`config.mk`:
```
export PLATFORM = sky130hd
export DESIGN_NAME = tbd_decoder
export DESIGN_NICKNAME = d
export VERILOG_FILES = /design/src/core/tbd_pkg.sv /design/src/core/tbd_decoder.sv
export SDC_FILE = /design/constraint.sdc
export NUM_CORES = 1
export LEC_CHECK = 0
export BUFFER_PORTS_ARGS = -buffer_cell sky130_fd_sc_hd__buf_4
export CAP_MARGIN = 25
export CORE_MARGIN = 1
export CORE_UTILIZATION = 30
export DETAILED_ROUTE_END_ITERATION = 10
export REMOVE_ABC_BUFFERS = 1
export SYNTH_ARGS = -nofsm -noshare
export SYNTH_HDL_FRONTEND = slang
export SYNTH_SLANG_ARGS = --single-unit
```
`constraint.sdc`:
```
create_clock -name pclk -period 3.6 [get_ports pclk]
set_input_delay 0.18 -clock pclk [delete_from_list [all_inputs] [get_ports pclk]]
set_output_delay 0.18 -clock pclk [all_outputs]
set_load 0.1 [all_outputs]
```
`src/core/tbd_pkg.sv`:
```
// Constants, field positions and fault codes for the tag bus decoder.
// Behaviour
// - Latch fault line for each listed condition.
// - Fault clear drops line, retract stays set.
// - Terminator line low when chain complete, ungated.
// - Detected address mark gives one low pulse.
// - Pulse only when mark enable set beforehand.
// - Status outputs except the terminator line gated by select within 200ns.
// - Cylinder tag: bus 0 weight 512, bus 9 LSB.
// - Head tag: bus 5-9 head address, bus 9 LSB.
// - Head tag bus 2 commands offset.
// - Bus 3 active means offset toward spindle.
// - Cancel offset on bus 2 inactive or rezero.
// - Head tag bus 6 selects removable media.
// - Control tag decodes ten command bits.
// - Cylinder tag trailing edge starts the seek.
// - Ready held off 2.4ms after offset command.
// - Rezero clears head, offset, non-retract faults.
package tbd_pkg;
	// Clock period used to turn times into cycle counts.
	localparam int CLK_PERIOD_NS = 10;
	// Ready hold-off after an offset command, in nanoseconds (2.4 ms).
	localparam int OFFSET_SETTLE_NS = 2400000;
	localparam int OFFSET_SETTLE_CYC = OFFSET_SETTLE_NS / CLK_PERIOD_NS;
	// Width of the bussed data lines.
	localparam int BUS_W = 10;
	// Number of latched fault causes.
	localparam int FLT_W = 10;
	// Fault latch bit positions.
	localparam int FLT_WRITE_UNSAFE = 0;
	localparam int FLT_CYL_NOT_READY = 1;
	localparam int FLT_RW_NOT_READY = 2;
	localparam int FLT_OFFSET_WRITE = 3;
	localparam int FLT_READ_AND_WRITE = 4;
	localparam int FLT_WRITE_PROTECT = 5;
	localparam int FLT_ILLEGAL_CYL = 6;
	localparam int FLT_GUARDBAND = 7;
	localparam int FLT_RETRACT = 8;
	localparam int FLT_SEEK_INC = 9;
	// Head tag bus line positions.
	localparam int HB_OFFSET = 2;
	localparam int HB_TOWARD_SPINDLE = 3;
	localparam int HB_MEDIA = 6;
	// Control tag bus line positions.
	localparam int CB_STROBE_LATE = 0;
	localparam int CB_STROBE_EARLY = 1;
	localparam int CB_WRITE = 2;
	localparam int CB_READ = 3;
	localparam int CB_MARK_ENABLE = 4;
	localparam int CB_HEAD_CLEAR = 5;
	localparam int CB_FAULT_CLEAR = 6;
	localparam int CB_HEAD_SELECT = 7;
	localparam int CB_REZERO = 8;
	localparam int CB_HEAD_STEP = 9;
	// APB register byte offsets.
	localparam logic [7:0] REG_CTRL = 8'h00;
	localparam logic [7:0] REG_FAULT = 8'h04;
	localparam logic [7:0] REG_CYL = 8'h08;
	localparam logic [7:0] REG_HEAD = 8'h0c;
	localparam logic [7:0] REG_CMD = 8'h10;
	// Reset values.
	localparam logic [FLT_W-1:0] FLT_RESET = 10'h000;
	localparam logic [BUS_W-1:0] CMD_RESET = 10'h000;
	localparam logic [4:0] HEAD_RESET = 5'h00;
endpackage

```
`src/core/tbd_decoder.sv`:
```
// Drive-side decoder for the bussed tag cable, with an APB status port.
`timescale 1ns/1ps
`default_nettype none
module tbd_decoder #(
	parameter int SETTLE_CYC = tbd_pkg::OFFSET_SETTLE_CYC
) (
	// Clock and reset.
	input wire logic pclk,
	input wire logic presetn,
	// APB slave port.
	input wire logic psel,
	input wire logic penable,
	input wire logic pwrite,
	input wire logic [7:0] paddr,
	input wire logic [31:0] pwdata,
	output logic [31:0] prdata,
	output logic pready,
	output logic pslverr,
	// Cable inputs, active low except terminator_chain_ok, which is active high.
	input wire logic cylinder_tag_n,
	input wire logic head_tag_n,
	input wire logic control_tag_n,
	input wire logic [tbd_pkg::BUS_W-1:0] bus_n,
	input wire logic drive_select_n,
	input wire logic terminator_chain_ok,
	// Drive condition inputs, active high, asynchronous to pclk.
	input wire logic heads_ready,
	input wire logic read_only,
	input wire logic address_mark_seen,
	input wire logic write_unsafe,
	input wire logic illegal_cylinder,
	input wire logic guardband_on_track,
	input wire logic emergency_retract,
	input wire logic seek_incomplete,
	// Cable outputs, active low.
	output logic fault_line_n,
	output logic terminator_present_n,
	output logic mark_found_pulse_n,
	output logic ready_n,
	// Commands to the drive's mechanics and data path.
	output logic [tbd_pkg::BUS_W-1:0] cylinder_addr,
	output logic seek_start,
	output logic [4:0] head_addr,
	output logic media_select,
	output logic offset_request,
	output logic offset_toward_spindle,
	output logic strobe_late,
	output logic strobe_early,
	output logic write_gate,
	output logic read_gate,
	output logic mark_enable,
	output logic head_select_enable,
	output logic rezero
);
	import tbd_pkg::*;

	////////////////////////////////////////////////////////////////////////
	// Helpers.

	// Bus line 0 carries the top weight, so the vector is flipped.
	function automatic logic [BUS_W-1:0] flip_bus(input logic [BUS_W-1:0] b);
		logic [BUS_W-1:0] r;
		r = '0;
		for (int i = 0; i < BUS_W; i++) begin
			r[BUS_W-1-i] = b[i];
		end
		return r;
	endfunction

	////////////////////////////////////////////////////////////////////////
	// Input synchronisers.

	// Everything from the cable and the analog side is asynchronous.
	localparam int SW = 3 + BUS_W + 10;
	logic [SW-1:0] raw_in;
	logic [SW-1:0] sync1_reg;
	logic [SW-1:0] sync2_reg;

	// Tags and bus are inverted here so that the logic works active high.
	assign raw_in = {~cylinder_tag_n, ~head_tag_n, ~control_tag_n, ~bus_n,
		~drive_select_n, terminator_chain_ok, heads_ready, read_only,
		address_mark_seen, write_unsafe, illegal_cylinder,
		guardband_on_track, emergency_retract, seek_incomplete};

	// Two stages; only the second stage is read by any logic.
	always_ff @(posedge pclk or negedge presetn) begin
		if (!presetn) begin
			sync1_reg <= '0;
			sync2_reg <= '0;
		end else begin
			sync1_reg <= raw_in;
			sync2_reg <= sync1_reg;
		end
	end

	// Named views of the synchronised inputs.
	wire cyl_tag_s = sync2_reg[SW-1];
	wire head_tag_s = sync2_reg[SW-2];
	wire ctl_tag_s = sync2_reg[SW-3];
	wire [BUS_W-1:0] bus_s = sync2_reg[SW-4 -: BUS_W];
	wire select_s = sync2_reg[9];
	wire term_ok_s = sync2_reg[8];
	wire ready_s = sync2_reg[7];
	wire read_only_s = sync2_reg[6];
	wire mark_s = sync2_reg[5];
	wire wunsafe_s = sync2_reg[4];
	wire illcyl_s = sync2_reg[3];
	wire guard_s = sync2_reg[2];
	wire retract_s = sync2_reg[1];
	wire seekinc_s = sync2_reg[0];

	////////////////////////////////////////////////////////////////////////
	// Tag qualification.

	// A tag is only honoured while it is the sole tag low on the cable.
	wire cyl_only = cyl_tag_s & ~head_tag_s & ~ctl_tag_s;
	wire head_only = head_tag_s & ~cyl_tag_s & ~ctl_tag_s;
	wire ctl_only = ctl_tag_s & ~cyl_tag_s & ~head_tag_s;

	// Previous qualified tags, for leading and trailing edges.
	logic cyl_q_reg;
	logic head_q_reg;
	logic ctl_q_reg;
	always_ff @(posedge pclk or negedge presetn) begin
		if (!presetn) begin
			cyl_q_reg <= 1'b0;
			head_q_reg <= 1'b0;
			ctl_q_reg <= 1'b0;
		end else begin
			cyl_q_reg <= cyl_only;
			head_q_reg <= head_only;
			ctl_q_reg <= ctl_only;
		end
	end

	wire cyl_rise = cyl_only & ~cyl_q_reg;
	wire cyl_fall = cyl_q_reg & ~cyl_only;
	wire head_fall = head_q_reg & ~head_only;
	wire ctl_rise = ctl_only & ~ctl_q_reg;

	////////////////////////////////////////////////////////////////////////
	// Control tag: command bits.

	// Level bits persist until the next control tag rewrites them.
	logic [BUS_W-1:0] cmd_reg;
	always_ff @(posedge pclk or negedge presetn) begin
		if (!presetn) begin
			cmd_reg <= CMD_RESET;
		end else if (ctl_only) begin
			cmd_reg <= bus_s;
		end
	end

	// Action bits fire once, at the first decoded cycle of the tag.
	wire do_head_clear = ctl_rise & bus_s[CB_HEAD_CLEAR];
	wire do_rezero = ctl_rise & bus_s[CB_REZERO];
	wire do_head_step = ctl_rise & bus_s[CB_HEAD_STEP];
	logic sw_clear;
	wire do_fault_clear = (ctl_rise & bus_s[CB_FAULT_CLEAR]) | sw_clear;

	////////////////////////////////////////////////////////////////////////
	// Cylinder tag.

	// The address follows the bus while the tag stands; the seek waits
	// for the trailing edge so the controller can settle the lines.
	logic [BUS_W-1:0] cyl_reg;
	logic seek_reg;
	always_ff @(posedge pclk or negedge presetn) begin
		if (!presetn) begin
			cyl_reg <= '0;
			seek_reg <= 1'b0;
		end else begin
			if (cyl_only) begin
				cyl_reg <= flip_bus(bus_s);
			end
			seek_reg <= cyl_fall;
		end
	end

	////////////////////////////////////////////////////////////////////////
	// Head tag: head address, media and offset.

	wire [BUS_W-1:0] head_view = flip_bus(bus_s);
	logic [4:0] head_reg;
	logic media_reg;
	logic offset_reg;
	logic offset_fwd_reg;
	logic offset_cmd_reg;

	// Rezero and head clear win over a head step in the same cycle.
	always_ff @(posedge pclk or negedge presetn) begin
		if (!presetn) begin
			head_reg <= HEAD_RESET;
			media_reg <= 1'b0;
			offset_reg <= 1'b0;
			offset_fwd_reg <= 1'b0;
			offset_cmd_reg <= 1'b0;
		end else if (do_rezero) begin
			head_reg <= HEAD_RESET;
			offset_reg <= 1'b0;
			offset_cmd_reg <= 1'b0;
		end else if (head_only) begin
			head_reg <= head_view[4:0];
			media_reg <= bus_s[HB_MEDIA];
			offset_reg <= bus_s[HB_OFFSET];
			offset_fwd_reg <= bus_s[HB_TOWARD_SPINDLE];
			offset_cmd_reg <= bus_s[HB_OFFSET];
		end else if (do_head_clear) begin
			head_reg <= HEAD_RESET;
		end else if (do_head_step) begin
			head_reg <= head_reg + 5'h01;
		end
	end

	////////////////////////////////////////////////////////////////////////
	// Ready hold-off after an offset command.

	// Counts from the head tag's trailing edge; ready stays off meanwhile.
	logic [31:0] settle_reg;
	wire settling = (settle_reg != 32'h0);
	always_ff @(posedge pclk or negedge presetn) begin
		if (!presetn) begin
			settle_reg <= 32'h0;
		end else if (head_fall & offset_cmd_reg) begin
			settle_reg <= 32'(SETTLE_CYC);
		end else if (settling) begin
			settle_reg <= settle_reg - 32'h1;
		end
	end

	wire drive_ready = ready_s & ~settling & ~seek_reg;

	////////////////////////////////////////////////////////////////////////
	// Fault latches.

	wire rd = cmd_reg[CB_READ];
	wire wr = cmd_reg[CB_WRITE];
	logic [FLT_W-1:0] fault_set;
	always_comb begin
		fault_set = '0;
		fault_set[FLT_WRITE_UNSAFE] = wunsafe_s & wr;
		fault_set[FLT_CYL_NOT_READY] = cyl_rise & ~drive_ready;
		fault_set[FLT_RW_NOT_READY] = (rd | wr) & ~drive_ready;
		fault_set[FLT_OFFSET_WRITE] = offset_reg & wr;
		fault_set[FLT_READ_AND_WRITE] = rd & wr;
		fault_set[FLT_WRITE_PROTECT] = wr & read_only_s;
		fault_set[FLT_ILLEGAL_CYL] = illcyl_s;
		fault_set[FLT_GUARDBAND] = guard_s;
		fault_set[FLT_RETRACT] = retract_s;
		fault_set[FLT_SEEK_INC] = seekinc_s;
	end

	// Clear spares the retract latch; a live condition sets again at once.
	wire [FLT_W-1:0] clear_mask = {FLT_W{do_fault_clear | do_rezero}} &
		~(10'h001 << FLT_RETRACT);
	logic [FLT_W-1:0] fault_reg;
	always_ff @(posedge pclk or negedge presetn) begin
		if (!presetn) begin
			fault_reg <= FLT_RESET;
		end else begin
			fault_reg <= (fault_reg & ~clear_mask) | fault_set;
		end
	end

	////////////////////////////////////////////////////////////////////////
	// Address mark pulse.

	// Only a rising mark with mark enable already set yields a pulse.
	logic mark_q_reg;
	logic mark_pulse_reg;
	always_ff @(posedge pclk or negedge presetn) begin
		if (!presetn) begin
			mark_q_reg <= 1'b0;
			mark_pulse_reg <= 1'b0;
		end else begin
			mark_q_reg <= mark_s;
			mark_pulse_reg <= mark_s & ~mark_q_reg & rd &
				cmd_reg[CB_MARK_ENABLE];
		end
	end

	////////////////////////////////////////////////////////////////////////
	// Cable status outputs.

	// Registered, and all but the terminator line gated by select: three cycles from the select pin,
	// well inside the allowed settling time.
	logic fault_n_reg;
	logic mark_n_reg;
	logic ready_n_reg;
	logic term_n_reg;
	always_ff @(posedge pclk or negedge presetn) begin
		if (!presetn) begin
			fault_n_reg <= 1'b1;
			mark_n_reg <= 1'b1;
			ready_n_reg <= 1'b1;
			term_n_reg <= 1'b1;
		end else begin
			fault_n_reg <= ~(select_s & (|fault_reg));
			mark_n_reg <= ~(select_s & mark_pulse_reg);
			ready_n_reg <= ~(select_s & drive_ready);
			term_n_reg <= ~term_ok_s;
		end
	end

	assign fault_line_n = fault_n_reg;
	assign mark_found_pulse_n = mark_n_reg;
	assign ready_n = ready_n_reg;
	assign terminator_present_n = term_n_reg;

	// Command outputs come straight from their registers.
	assign cylinder_addr = cyl_reg;
	assign seek_start = seek_reg;
	assign head_addr = head_reg;
	assign media_select = media_reg;
	assign offset_request = offset_reg;
	assign offset_toward_spindle = offset_fwd_reg;
	assign strobe_late = cmd_reg[CB_STROBE_LATE];
	assign strobe_early = cmd_reg[CB_STROBE_EARLY];
	assign write_gate = wr;
	assign read_gate = rd;
	assign mark_enable = cmd_reg[CB_MARK_ENABLE];
	assign head_select_enable = cmd_reg[CB_HEAD_SELECT];

	// Rezero is a one-cycle command to the positioner.
	logic rezero_reg;
	always_ff @(posedge pclk or negedge presetn) begin
		if (!presetn) begin
			rezero_reg <= 1'b0;
		end else begin
			rezero_reg <= do_rezero;
		end
	end
	assign rezero = rezero_reg;

	////////////////////////////////////////////////////////////////////////
	// APB slave.

	// Zero wait states; writes land at the access cycle.
	wire acc = psel & penable;
	wire hit_ctrl = (paddr == REG_CTRL);
	wire hit_fault = (paddr == REG_FAULT);
	wire hit_cyl = (paddr == REG_CYL);
	wire hit_head = (paddr == REG_HEAD);
	wire hit_cmd = (paddr == REG_CMD);
	wire hit_any = hit_ctrl | hit_fault | hit_cyl | hit_head | hit_cmd;

	// Writing bit 0 of the control word clears faults like the cable
	// command does; the retract latch is still kept.
	assign sw_clear = acc & pwrite & hit_ctrl & pwdata[0];

	// Read mux: drive state and latched commands.
	wire [31:0] rd_mux = hit_fault ? {22'h0, fault_reg} :
		hit_cyl ? {22'h0, cyl_reg} :
		hit_head ? {24'h0, offset_fwd_reg, offset_reg, media_reg, head_reg} :
		hit_cmd ? {20'h0, ~ready_n_reg, settling, cmd_reg} :
		32'h0;

	assign pready = 1'b1;
	assign pslverr = acc & ~hit_any;

	always_ff @(posedge pclk or negedge presetn) begin
		if (!presetn) begin
			prdata <= 32'h0;
		end else if (psel & ~penable & ~pwrite) begin
			prdata <= rd_mux;
		end
	end
endmodule
`default_nettype wire

```
==> flow_metrics.py <==
metrics = {
    "worst_setup_path": {
        "critPathCaptureType": "flip-flop",
        "worst-path-stages": 6,
        "critical_path_endpoint": "settle_reg[7]",
        "critical_path.most_common_cell": "sky130_fd_sc_hd__or4_1",
        "critical_path_cell_by_cell": "or4_1, or4_1, nor4_4, buf_4, or4_1, nand3_1",
        "type_of_the_worst_setup_path": "flip-flop to flip-flop",
        "setup.worst_path.start": "settle_reg[16]",
        "highest_delay_cell_along_the_critical_path": "sky130_fd_sc_hd__or4_1",
        "r2r_slack_ps": 620,
        "timing.critical_path.required_ps": 3880,
        "crit_buf_inv": 1,
        "crit_path_start_kind": "flip-flop",
        "timing.rr.start": "settle_reg[16]",
        "critical-path-top-delay-family": "simple AND/OR/NAND/NOR gates",
        "rr_worst_depth": 6,
        "cp_data_arrival_time_ps": 3260,
        "regToRegEndpoint": "settle_reg[7]",
        "path_max_fanout": 18,
        "cp_max_stage_delay_ps": 700,
    },
    "route": {
        "drt-vias-per-instance": 4.90,
        "totalWireLength_um": 13400,
        "detail_route.wl_per_cell_um": 15.4,
        "dr_total_vias": 4246,
        "firstDrtPassIters": 4,
        "ant_nets": 0,
        "first_iter_violations": 286,
        "post-route-drc-count": 0,
    },
    "power_and_ir_drop": {
        "clock_power_share_pct": 32.4,
        "power_density_nw_per_um2": 690,
        "power.static_leakage_uw": 0.00322,
        "netSwitchingFraction_pct": 38.7,
        "vdd_ir_drop_max_uv": 426,
        "netSwitchingPower_uw": 1980,
        "share_comb_of_total_power_pct": 26.7,
        "power.share.sequential_pct": 40.9,
        "total_power_uw": 5100,
        "power_report.internal_total_uw": 3130,
    },
    "timing": {
        "final.setup_skew_ps": 8.31,
        "timing_worst_slew_pin_value_ps": 1050,
        "max_slew_margin_pct": 29.6,
        "rsz_0062_raised_after_global_routing": "no",
        "layout_min_cycle_time_ps": 2980,
        "final_hold_viol_count": 0,
        "timing.fmax_mhz": 335,
        "setup-violations-final": 0,
        "drv_slew": 0,
        "final_min_period_over_clock_period_pct": 82.9,
        "finalHoldWorstSlack_ps": 260,
        "final.setup.tns_ps": 0,
    },
    "floorplanning": {
        "floorplan_core_area_sq_um": 18800,
        "chipHeight_um": 141,
        "rows": 50,
        "chipWidth_um": 141,
        "io_pins": 132,
        "dieArea_sq_um": 19800,
        "initial_core_util_pct": 30.7,
    },
    "logic_synthesis": {
        "post_synthesis_cells": 509,
        "syn_area_per_cell_sq_um": 11.3,
        "synth_ff_type": "sky130_fd_sc_hd__dfrtp_1",
        "synth_top_area_share_pct": 58.6,
        "synthTopCellsByCount": "135 x sky130_fd_sc_hd__dfrtp_1, 39 x sky130_fd_sc_hd__nor2_1, 35 x sky130_fd_sc_hd__nand2_1",
        "synth-edff-count": 0,
        "ys_top_cells_by_area": "sky130_fd_sc_hd__dfrtp_1 59%, sky130_fd_sc_hd__mux2_2 4.1%, sky130_fd_sc_hd__or4_1 3.0%, sky130_fd_sc_hd__a21oi_1 2.9%, sky130_fd_sc_hd__buf_4 2.7%",
        "synthesis_warning_total": 0,
        "synth_top_cell_by_area": "sky130_fd_sc_hd__dfrtp_1",
        "ys_seq_area_share_pct": 60.4,
        "synth.lib_cells_used.distinct": 52,
        "netlist_area_sq_um": 5770,
        "synthMostInstantiatedCell": "sky130_fd_sc_hd__dfrtp_1",
        "postSynth.asyncResetShare_pct": 100,
        "synth_seq_cells": 139,
    },
    "clock_network": {
        "clock_tree_from_tritoncts": "done",
        "tritoncts.num_buffers": 17,
        "clkSlewWorstSetupHoldPaths_ps": 60,
        "cts.repair_timing.setup_buffer_count": 0,
        "cts.path.max_buffers": 2,
        "post_cts_hold_buffer_count": 24,
        "cts_htree_levels": 4,
        "postCtsResizedCells": 0,
        "clock_tree_root": "sky130_fd_sc_hd__clkbuf_16",
        "insertion_delay_ps": 420,
        "clock-sinks": 139,
    },
    "finish": {
        "area.growth.synth_to_final_pct": 28.2,
        "largest_reg_flops": 32,
        "final_layout_net_count": 689,
        "post-route-util_pct": 39.4,
        "drive_above_1_share_pct": 25.2,
        "antenna-diode-count": 0,
        "stdcell_area_sq_um": 7390,
    },
    "global_routing": {
        "grt_overflow": 0,
        "antenna_found_initial": 0,
        "wire_length_of_the_first_global_routing_pass_um": 22200,
        "number_of_global_route_vias_before_repair": 4362,
        "grt_start_max_net_pins": 90,
        "grt.total_usage_pct": 14.4,
    },
    "flow_run": {
        "drv_cap": 0,
    },
    "outcome": {
        "outcome": "complete, no violations",
    },
    "worst_hold_path": {
        "holdCritPathClass": "primary input to flip-flop",
    },
    "placement": {
        "placement.cell_area_sq_um": 6570,
        "place_congestion": 0.805,
        "port_buffers": 79,
        "place.detailed.hpwl_um": 9160,
    },
}
cells by family (layout without fill, tap and decap cells):
kind of cell	after synthesis	in the layout	share of synthesized area, %
xor+xnor	6	6	0.911
buf+inv	61	165	5.40
compound gates	90	90	9.95
flops	139	139	60.4
other cells	2	21	0.130
simple gates	179	179	17.1
fa+ha+maj	2	2	0.434
mux	30	30	5.66
worst register-to-register path, cell delays in order (launching register included):
cell and delay, ps:
sky130_fd_sc_hd__dfrtp_1 410, sky130_fd_sc_hd__or4_1 600, sky130_fd_sc_hd__or4_1 700, sky130_fd_sc_hd__nor4_4 570
sky130_fd_sc_hd__buf_4 320, sky130_fd_sc_hd__or4_1 160, sky130_fd_sc_hd__nand3_1 80
area by class of cell:
type                       instances  area (sq um)
clock buffer                      18           439
clock inverter                    14           129
fill                            1804         11400
inverter                          21          78.8
multi-input combinational        328          2060
sequential                       139          3480
tap                              234           293
timing repair buffer             112           913
through the flow:
stage	cells	setup slack (ps)
5_1_grt	866	474
2_1_floorplan	488	667
6_report	866	616
3_3_place_gp	807	694
4_1_cts	864	620
3_5_place_dp	808	621
placed cells by master (no fill, tap or decap), types with 21 or more instances in the layout:
master and instances:
sky130_fd_sc_hd__dfrtp_1 135, sky130_fd_sc_hd__conb_1 21, sky130_fd_sc_hd__inv_1 21, sky130_fd_sc_hd__nand2_1 35, sky130_fd_sc_hd__buf_4 84, sky130_fd_sc_hd__mux2_2 21
sky130_fd_sc_hd__or4_1 23, sky130_fd_sc_hd__a21oi_1 33, sky130_fd_sc_hd__dlygate4sd3_1 24, sky130_fd_sc_hd__nor2_1 38
power by group through the flow:
stage / clock, uW / combinational (uW) / sequential (uW)
2_1_floorplan: 0 / 529 / 2540
3_3_place_gp: 0 / 1320 / 2090
3_5_place_dp: 0 / 1350 / 2100
4_1_cts: 1690 / 1370 / 2080
5_1_grt: 1760 / 1450 / 2130
6_report: 1650 / 1360 / 2090
worst min-delay path by stage:
stage | to | from | cells past startpoint | slack (ps)
2_1_floorplan | cmd_reg[0] | presetn | 0 | -120
3_3_place_gp | sync1_reg[3] | illegal_cylinder | 1 | 290
3_5_place_dp | sync1_reg[2] | guardband_on_track | 1 | 290
4_1_cts | prdata[1] | paddr[3] | 4 | 250
5_1_grt | prdata[1] | paddr[3] | 4 | 290
6_report | prdata[1] | paddr[3] | 4 | 260
per-layer routing:
metal  up-vias  global-route usage, %  wire (um)
met1      2087                   17.9       5740
met5         -                      0          0
met2       130                   23.9       6700
met4         0                   3.66        113
met3        13                   4.86        804
li1       2016                      -          -
Note: power is estimated with default switching activity, not from simulation.
